$ cat src/port_wake_params.svh
// Register indices, field positions and reset values of the port configuration and wake block.
`ifndef PORT_WAKE_PARAMS_SVH
`define PORT_WAKE_PARAMS_SVH
`define CFG_IDX        6'h00
`define WAKE_IDX       6'h0B
`define STAT_IDX       6'h0C
`define CFG_COMP_BIT   0
`define CFG_P1_PP_BIT  1
`define CFG_P0_PP_BIT  2
`define WAKE_SRC_MSB   4
`define WAKE_SRC_LSB   2
`define WAKE_FLAG_BIT  7
`define CFG_RESET      3'h0
`define WAKE_SRC_RESET 3'h0
`define RESP_OKAY      2'h0
`define RESP_SLVERR    2'h2
`endif

$ cat src/port_wake_pkg.sv
// Types shared by the port configuration and wake source logic.
package port_wake_pkg;
  typedef enum logic [2:0] {
    SRC_POR_ONLY  = 3'h0,
    SRC_P2_LOW4   = 3'h1,
    SRC_P2_ALL8   = 3'h2,
    SRC_P3_NOR    = 3'h3,
    SRC_P3_NAND   = 3'h4,
    SRC_P3P0_NOR  = 3'h5,
    SRC_P3P0_NAND = 3'h6,
    SRC_P3P2_NAND = 3'h7
  } wake_src_type;

  typedef enum logic [1:0] {
    PWR_RUN  = 2'b01,
    PWR_STOP = 2'b10
  } power_state_type;

  typedef enum logic [1:0] {
    WR_IDLE = 2'b01,
    WR_RESP = 2'b10
  } wr_state_type;

  typedef struct packed {
    logic [7:0] p0;
    logic [7:0] p2;
    logic [3:1] p3;
  } wake_pins_type;
endpackage : port_wake_pkg

$ cat src/port_config_wake.sv
// Port drive configuration, comparator routing and stop-mode wake control behind AXI4-Lite.
//
// Notes on behaviour
// - Configuration bit 0 set puts the two comparator outputs on port 3 pins 4 and 7, clear gives them back.
// - Configuration bit 1 set makes port 1 push-pull, clear makes it open-drain.
// - Configuration bit 2 set makes port 0 push-pull, clear makes it open-drain.
// - The port configuration register takes writes but always reads back as zero.
// - The port configuration register sits at index 00.
// - Wake field bits 4..2 pick the wake source: none, NAND of port2 low nibble, NAND of port2, NOR or NAND of port3 1..3.
// - Codes 5, 6 and 7 are NOR and NAND of port3 1..3 with port0 bits 0 and 7, and NAND of port3 1..3 with port2 0..2.
// - Reset loads the wake field with 000 so only reset ends stop mode until software picks a source.
// - A pin set as an output takes no part in the wake combination.
// - In the wake register at index 0B bits 6..0 are write-only and bit 7 is read-only.
// - Port 3 pins 1..3 only count for wake while they are in digital input mode.
`timescale 1ns/1ps
`include "port_wake_params.svh"
module port_config_wake (
  // Clock and reset
  input  wire logic       aclk,
  input  wire logic       aresetn,
  // AXI4-Lite write address and data
  input  wire logic [7:0] awaddr,
  input  wire logic       awvalid,
  output logic            awready,
  input  wire logic [31:0] wdata,
  input  wire logic [3:0] wstrb,
  input  wire logic       wvalid,
  output logic            wready,
  // AXI4-Lite write response
  output logic [1:0]      bresp,
  output logic            bvalid,
  input  wire logic       bready,
  // AXI4-Lite read
  input  wire logic [7:0] araddr,
  input  wire logic       arvalid,
  output logic            arready,
  output logic [31:0]     rdata,
  output logic [1:0]      rresp,
  output logic            rvalid,
  input  wire logic       rready,
  // Port 0
  input  wire logic [7:0] p0_out_data,
  input  wire logic [7:0] p0_dir,
  input  wire logic [7:0] p0_pin_in,
  output logic [7:0]      p0_pin_out,
  output logic [7:0]      p0_pin_oe,
  // Port 1
  input  wire logic [7:0] p1_out_data,
  input  wire logic [7:0] p1_dir,
  output logic [7:0]      p1_pin_out,
  output logic [7:0]      p1_pin_oe,
  // Port 2
  input  wire logic [7:0] p2_dir,
  input  wire logic [7:0] p2_pin_in,
  // Port 3
  input  wire logic [3:1] p3_pin_in,
  input  wire logic       p3_digital_mode,
  input  wire logic [7:4] p3_out_data,
  input  wire logic [1:0] comp_out,
  output logic [7:4]      p3_pin_out,
  // Stop mode
  input  wire logic       stop_enter,
  output logic            stop_mode,
  output logic            stop_exit
);
  ////////////////////////////////////////////////////////////////////////////////
  port_wake_pkg::wr_state_type    wr_q;
  port_wake_pkg::power_state_type pwr_q;
  port_wake_pkg::wake_src_type    wake_src_q;
  port_wake_pkg::wake_pins_type   pins_raw, pins_s;
  logic [2:0]  cfg_q;
  logic        recovered_q;
  logic        aw_got_q, w_got_q;
  logic [5:0]  aw_idx_q;
  logic [31:0] w_data_q;
  logic [3:0]  w_strb_q;
  logic        wake;
  logic        do_write;
  logic [5:0]  ar_idx;

  function automatic logic mapped(input logic [5:0] idx);
    mapped = (idx == `CFG_IDX) || (idx == `WAKE_IDX) || (idx == `STAT_IDX);
  endfunction : mapped

  // Returns output enable in the upper byte and pin level in the lower byte.
  function automatic logic [15:0] drive(input logic pp, input logic [7:0] dir, input logic [7:0] data);
    drive = {dir & (pp ? 8'hFF : ~data), pp ? data : 8'h00};
  endfunction : drive

  ////////////////////////////////////////////////////////////////////////////////
  // Address and data are captured separately so either may arrive first.
  assign awready  = !aw_got_q && (wr_q == port_wake_pkg::WR_IDLE);
  assign wready   = !w_got_q && (wr_q == port_wake_pkg::WR_IDLE);
  assign do_write = aw_got_q && w_got_q && (wr_q == port_wake_pkg::WR_IDLE);
  assign ar_idx   = araddr[7:2];
  assign arready  = !rvalid;

  always_ff @(posedge aclk) begin
    if (!aresetn) begin
      aw_got_q <= 1'b0;
      aw_idx_q <= 6'h00;
    end else if (awvalid && awready) begin
      aw_got_q <= 1'b1;
      aw_idx_q <= awaddr[7:2];
    end else if (do_write) begin
      aw_got_q <= 1'b0;
    end
  end

  always_ff @(posedge aclk) begin
    if (!aresetn) begin
      w_got_q  <= 1'b0;
      w_data_q <= 32'h0000_0000;
      w_strb_q <= 4'h0;
    end else if (wvalid && wready) begin
      w_got_q  <= 1'b1;
      w_data_q <= wdata;
      w_strb_q <= wstrb;
    end else if (do_write) begin
      w_got_q <= 1'b0;
    end
  end

  always_ff @(posedge aclk) begin
    if (!aresetn) begin
      wr_q   <= port_wake_pkg::WR_IDLE;
      bvalid <= 1'b0;
      bresp  <= `RESP_OKAY;
    end else begin
      case (wr_q)
        port_wake_pkg::WR_IDLE: begin
          if (do_write) begin
            wr_q   <= port_wake_pkg::WR_RESP;
            bvalid <= 1'b1;
            bresp  <= mapped(aw_idx_q) ? `RESP_OKAY : `RESP_SLVERR;
          end
        end
        port_wake_pkg::WR_RESP: begin
          if (bready) begin
            wr_q   <= port_wake_pkg::WR_IDLE;
            bvalid <= 1'b0;
          end
        end
        default: begin
          wr_q   <= port_wake_pkg::WR_IDLE;
          bvalid <= 1'b0;
        end
      endcase
    end
  end

  ////////////////////////////////////////////////////////////////////////////////
  // Configuration storage; only the low byte lane carries these bits.
  always_ff @(posedge aclk) begin
    if (!aresetn) begin
      cfg_q <= `CFG_RESET;
    end else if (do_write && w_strb_q[0] && aw_idx_q == `CFG_IDX) begin
      cfg_q <= w_data_q[2:0];
    end
  end

  // The reserved low bits are not stored, so a stray one written there has no effect.
  always_ff @(posedge aclk) begin
    if (!aresetn) begin
      wake_src_q <= port_wake_pkg::wake_src_type'(`WAKE_SRC_RESET);
    end else if (do_write && w_strb_q[0] && aw_idx_q == `WAKE_IDX) begin
      wake_src_q <= port_wake_pkg::wake_src_type'(w_data_q[`WAKE_SRC_MSB:`WAKE_SRC_LSB]);
    end
  end

  // Reads: configuration reads zero, wake register shows only the recovery flag.
  always_ff @(posedge aclk) begin
    if (!aresetn) begin
      rvalid <= 1'b0;
      rdata  <= 32'h0000_0000;
      rresp  <= `RESP_OKAY;
    end else if (arvalid && arready) begin
      rvalid <= 1'b1;
      rresp  <= mapped(ar_idx) ? `RESP_OKAY : `RESP_SLVERR;
      case (ar_idx)
        `CFG_IDX:  rdata <= 32'h0000_0000;
        `WAKE_IDX: rdata <= {24'h00_0000, recovered_q, 7'h00};
        `STAT_IDX: rdata <= {27'h000_0000, wake_src_q, wake, stop_mode};
        default:   rdata <= 32'h0000_0000;
      endcase
    end else if (rready) begin
      rvalid <= 1'b0;
    end
  end

  ////////////////////////////////////////////////////////////////////////////////
  // Pin drive is registered so the pads see no decode glitches.
  always_ff @(posedge aclk) begin
    if (!aresetn) begin
      p0_pin_out <= 8'h00;
      p0_pin_oe  <= 8'h00;
      p1_pin_out <= 8'h00;
      p1_pin_oe  <= 8'h00;
      p3_pin_out <= 4'h0;
    end else begin
      {p0_pin_oe, p0_pin_out} <= drive(cfg_q[`CFG_P0_PP_BIT], p0_dir, p0_out_data);
      {p1_pin_oe, p1_pin_out} <= drive(cfg_q[`CFG_P1_PP_BIT], p1_dir, p1_out_data);
      p3_pin_out[6:5] <= p3_out_data[6:5];
      p3_pin_out[4]   <= cfg_q[`CFG_COMP_BIT] ? comp_out[0] : p3_out_data[4];
      p3_pin_out[7]   <= cfg_q[`CFG_COMP_BIT] ? comp_out[1] : p3_out_data[7];
    end
  end

  ////////////////////////////////////////////////////////////////////////////////
  assign pins_raw = '{p0: p0_pin_in, p2: p2_pin_in, p3: p3_pin_in};

  input_sync u_sync (
    .aclk      (aclk),
    .aresetn   (aresetn),
    .pins_in   (pins_raw),
    .pins_sync (pins_s)
  );

  wake_source_select u_wake (
    .pins            (pins_s),
    .p0_dir          (p0_dir),
    .p2_dir          (p2_dir),
    .p3_digital_mode (p3_digital_mode),
    .src             (wake_src_q),
    .wake            (wake)
  );

  assign stop_mode = (pwr_q == port_wake_pkg::PWR_STOP);

  // Recovery flag clears on the next stop entry, which cannot coincide with an exit.
  always_ff @(posedge aclk) begin
    if (!aresetn) begin
      pwr_q       <= port_wake_pkg::PWR_RUN;
      stop_exit   <= 1'b0;
      recovered_q <= 1'b0;
    end else begin
      stop_exit <= 1'b0;
      case (pwr_q)
        port_wake_pkg::PWR_RUN: begin
          if (stop_enter) begin
            pwr_q       <= port_wake_pkg::PWR_STOP;
            recovered_q <= 1'b0;
          end
        end
        port_wake_pkg::PWR_STOP: begin
          if (wake) begin
            pwr_q       <= port_wake_pkg::PWR_RUN;
            stop_exit   <= 1'b1;
            recovered_q <= 1'b1;
          end
        end
        default: pwr_q <= port_wake_pkg::PWR_RUN;
      endcase
    end
  end
endmodule : port_config_wake

$ cat src/input_sync.sv
// Two-stage synchroniser for the pins that may end stop mode.
`timescale 1ns/1ps
module input_sync (
  // Clock and reset
  input  wire logic                          aclk,
  input  wire logic                          aresetn,
  // Pins in and synchronised copy out
  input  wire port_wake_pkg::wake_pins_type  pins_in,
  output port_wake_pkg::wake_pins_type       pins_sync
);
  port_wake_pkg::wake_pins_type meta_q;

  // The first stage feeds only the second stage.
  always_ff @(posedge aclk) begin
    if (!aresetn) begin
      meta_q    <= '1;
      pins_sync <= '1;
    end else begin
      meta_q    <= pins_in;
      pins_sync <= meta_q;
    end
  end
endmodule : input_sync

$ cat src/wake_source_select.sv
// Combines the selected wake pins into one wake request, leaving out pins that drive.
`timescale 1ns/1ps
module wake_source_select (
  // Synchronised pins and their directions
  input  wire port_wake_pkg::wake_pins_type pins,
  input  wire logic [7:0]                   p0_dir,
  input  wire logic [7:0]                   p2_dir,
  input  wire logic                         p3_digital_mode,
  // Selection and result
  input  wire port_wake_pkg::wake_src_type  src,
  output logic                              wake
);
  // An excluded input is forced to the neutral value of the gate.
  function automatic logic nand_q(input logic [9:0] v, input logic [9:0] ex);
    nand_q = ~&(v | ex);
  endfunction : nand_q

  // With every input excluded a NOR would read as active, so it is held off.
  function automatic logic nor_q(input logic [9:0] v, input logic [9:0] ex);
    nor_q = (~&ex) & ~|(v & ~ex);
  endfunction : nor_q

  logic [2:0] p3_ex;
  logic [9:0] v3, e3, v30, e30, v32, e32, v24, e24, v28, e28;

  always_comb begin
    p3_ex = {3{~p3_digital_mode}};
    v3  = {7'h7F, pins.p3};
    e3  = {7'h7F, p3_ex};
    v30 = {5'h1F, pins.p3, pins.p0[7], pins.p0[0]};
    e30 = {5'h1F, p3_ex, p0_dir[7], p0_dir[0]};
    v32 = {4'hF, pins.p3, pins.p2[2:0]};
    e32 = {4'hF, p3_ex, p2_dir[2:0]};
    v24 = {6'h3F, pins.p2[3:0]};
    e24 = {6'h3F, p2_dir[3:0]};
    v28 = {2'h3, pins.p2};
    e28 = {2'h3, p2_dir};
    case (src)
      port_wake_pkg::SRC_POR_ONLY:  wake = 1'b0;
      port_wake_pkg::SRC_P2_LOW4:   wake = nand_q(v24, e24);
      port_wake_pkg::SRC_P2_ALL8:   wake = nand_q(v28, e28);
      port_wake_pkg::SRC_P3_NOR:    wake = nor_q(v3, e3);
      port_wake_pkg::SRC_P3_NAND:   wake = nand_q(v3, e3);
      port_wake_pkg::SRC_P3P0_NOR:  wake = nor_q(v30, e30);
      port_wake_pkg::SRC_P3P0_NAND: wake = nand_q(v30, e30);
      port_wake_pkg::SRC_P3P2_NAND: wake = nand_q(v32, e32);
      default:                      wake = 1'b0;
    endcase
  end
endmodule : wake_source_select

$ cat config.mk
export PLATFORM = sky130hd
export DESIGN_NAME = port_config_wake
export DESIGN_NICKNAME = d
export VERILOG_FILES = /design/src/port_wake_pkg.sv /design/src/port_config_wake.sv /design/src/input_sync.sv /design/src/wake_source_select.sv
export VERILOG_INCLUDE_DIRS = /design/src
export SDC_FILE = /design/constraint.sdc
export NUM_CORES = 1
export LEC_CHECK = 0
export BUFFER_PORTS_ARGS = -buffer_cell sky130_fd_sc_hd__buf_2
export CORE_MARGIN = 5
export CORE_UTILIZATION = 43
export DETAILED_ROUTE_END_ITERATION = 7
export PLACE_DENSITY = 0.79
export SYNTH_ARGS = -nofsm -noshare
export SYNTH_HDL_FRONTEND = slang
export SYNTH_SLANG_ARGS = --single-unit
$ cat constraint.sdc
create_clock -name aclk -period 1.5 [get_ports aclk]
set_input_delay 0.3 -clock aclk [delete_from_list [all_inputs] [get_ports aclk]]
set_output_delay 0.3 -clock aclk [all_outputs]
set_load 0.005 [all_outputs]
==> out/qor.yml <==
status:
  status: "finished clean"
worst_setup_path:
  cp_num_buf_inv: 1
  critical_path.top_delay_family: "compound AO/OA/AOI/OAI gates"
  slowest_stage: "dfxtp_2"
  cp-end-kind: "flip-flop"
  critPathMaxFanout: 3
  worst_setup_path_start_kind: "flip-flop"
  cp_slowest_stage_delay_ns: 0.34
  crit_chain: "nor4b_4 > buf_4 > a31o_4 > nor4b_2 > a2111oi_2"
  cp_data_arrival_time_ns: 1.70
  crit_type: "reg -> reg"
  required_ns: 1.75
detailed_routing:
  drtIter0Drc: 53
  wl_per_cell_um: 13.3
  via_per_inst: 4.59
  firstDrtPassIters: 6
  vias: 2754
  detail-route-antenna-nets: 0
  drt_wl_total_mm: 8.00
  drc: 0
synth:
  synth_area_leader_cell: "dfxtp_1"
  synthAdderAreaFrac_pct: 0
  yosys_warnings: 0
  synth_seq_area_share_pct: 55.3
  yosysMostFrequentCell: "dfxtp_1"
  muxShareOfSynthArea_pct: 5.70
  synth-seq-cells: 97
  yosys-top-cells-area: "dfxtp_1 (55%), buf_4 (6.2%), mux2i_1 (5.7%)"
  avgSynthCellArea_um2: 10.2
  synth_compound_area_share_pct: 9.12
  synth_edf_count: 0
  synth_xor_area_share_pct: 0.499
  async_flop_share_pct: 0
  yosys-top-cells-count: "dfxtp_1 (97), nor2_1 (36), nand2b_1 (31)"
  syn_area_um2: 3510
  yosysTopAreaCellShare_pct: 55.3
  dominantRegCellSynth: "dfxtp_1"
  synth_top_family_by_area: "simple AND/OR/NAND/NOR gates"
  syn_inst: 344
  synthSimpleGateAreaFrac_pct: 21.1
  synth_cell_types: 48
grt:
  grt_max_degree: 61
  grt_pass1_wl_mm: 12.3
  grt.overflow.total: 0
  antenna_found_initial: 0
  track_usage_pct: 15.2
  grt_pass1_vias: 2680
clocking:
  htree_levels: 3
  clkTransAtPathRegs_ns: 0.10
  cts_root_buf: "clkbuf_8"
  clock_path_buffers: 2
  cts_hold_buf: 0
  cts_tree: "done"
  clk_latency_ns: 0.36
  cts.sink_count: 97
  cts_buffers: 9
timing:
  fin_crit_ns: 1.45
  setup_viol: 0
  fmax_mhz: 689
  fin_crit_sh_pct: 96.7
  skew_ns: 0.0147
  slew_violations: 0
  rsz0062_at_grt: "true"
  finalSetupTns_ns: 0
  hold_violations: 0
  fin_ws_ns: 0.0491
final_layout:
  fin_cells: 600
  nets: 616
  fill_cells: 753
  drive_gt1_share_pct: 36.8
  syn_to_final_growth_pct: 28.2
  antennaDiodeCount: 0
floorplanning:
  die_w_um: 100
  core_um2: 8090
  row_count: 33
  die_area_um2: 10100
  die_y_um: 100
  pin_count: 205
  start_util_pct: 43.4
placement:
  portBuffers: 136
  gp_congestion: 0.767
  dpl.hpwl_mm: 6.25
  placedCellCount: 582
  post-place-ws_ns: 0.0126
power:
  p_leak_nw: 2.23
  power_w: 0.00479
  power.density_nw_per_um2: 1060
  vdd_drop_max_mv: 0.516
flow_run:
  maxCapViolCount: 0
min_path:
  min_path_type: "in -> reg"
==> power by group <==
part / switching (W) / internal, W
combinational: 0.000220 / 0.000235
clock: 0.000935 / 0.000684
sequential: 0.0000441 / 0.00267
==> state kept, by name, summed over array words and instances (netlist names), 2 cells and up <==
name,flops
p0_pin_oe,8
wake_src_q,3
u_sync.pins_sync,13
cfg_q,3
p3_pin_out,4
pwr_q,2
p1_pin_oe,8
rdata,6
p1_pin_out,8
u_sync.meta_q,13
aw_idx_q,6
w_data_q,5
p0_pin_out,8
==> cells in the final DEF (no fill, tap or decap), types with 2 or more instances in the layout <==
master    count
buf_2       136
dfxtp_1      94
nor2_1       36
nand2b_1     29
conb_1       28
a21oi_1      21
mux2i_1      20
nand2_1      20
and3_1       16
buf_4        11
clkbuf_8     10
inv_1         7
nor2b_1       5
o22ai_1       4
a22oi_1       4
inv_6         3
dfxtp_2       3
nand4_1       2
and4b_1       2
xnor2_1       2
nor4b_4       2
o21a_1        2
nor3_1        2
nand3_1       2
a221oi_1      2
nor3b_4       2
and2_1        2
clkinv_4      2
==> final timing paths <==
kind                                           from                   end  slack, ns  cells after the start
worst min-delay path                 p0_out_data[3]          p0_pin_oe[3]       0.11                      2
worst max-delay path            u_sync.pins_sync[2]              rdata[1]       0.05                      5
worst max register to register  u_sync.pins_sync[2]              rdata[1]       0.05                      5
worst min register to register    u_sync.meta_q[10]  u_sync.pins_sync[10]       0.40                      1
==> final cells by class <==
class	instances	area [um^2]	share of cell area, %
clock buffers	10	138	3.05
well taps	105	131	2.92
flip-flops and latches	97	1950	43.2
multi-input cells	227	1430	31.7
repair buffers	148	783	17.4
inverters	7	26.3	0.583
clock inverters	6	55.1	1.22
==> logic make-up (layout without fill, tap and decap cells) <==
family | after synthesis | count (layout)
and+or+nand+nor | 130 | 130
DFF | 97 | 97
AOI/OAI and AO/OA | 47 | 47
buffers and inverters | 47 | 171
muxes | 20 | 20
xor gates and xnor gates | 2 | 2
other | 1 | 28
==> routing by layer <==
layer	part of all wire, %	track usage [%]	vias up
li1	-	-	1400
met1	39	17.8	1247
met2	52	25.9	93
met3	6.7	4.10	14
met4	2.0	6.63	0
met5	0	0	-
==> worst register-to-register path, cell delays in order (launching register included) <==
cell       delay, ns
dfxtp_2         0.34
nor4b_4         0.32
buf_4           0.16
a31o_4          0.15
nor4b_2         0.05
a2111oi_2       0.33
==> metrics by stage <==
stage | utilization (%) | hold slack, ns | area, um^2
final | 55.7 | 0.110 | 4510
after global routing | 55.7 | 0.0853 | 4510
after CTS | 55.0 | 0.0928 | 4450
after detailed placement | 52.6 | 0.392 | 4250
after global placement | 52.6 | 0.388 | 4250
after floorplan | - | 0.386 | 3610
==> repair_timing <==
action / in CTS / in global routing
gates resized for setup: 1 / 10
gates cloned: 0 / 0
hold endpoints to repair: 0 / 0
buffers inserted: 0 / 2
endpoints found under the setup margin: 2 / 11
pin swaps: 0 / 4
(Power assumes the default switching activity.)
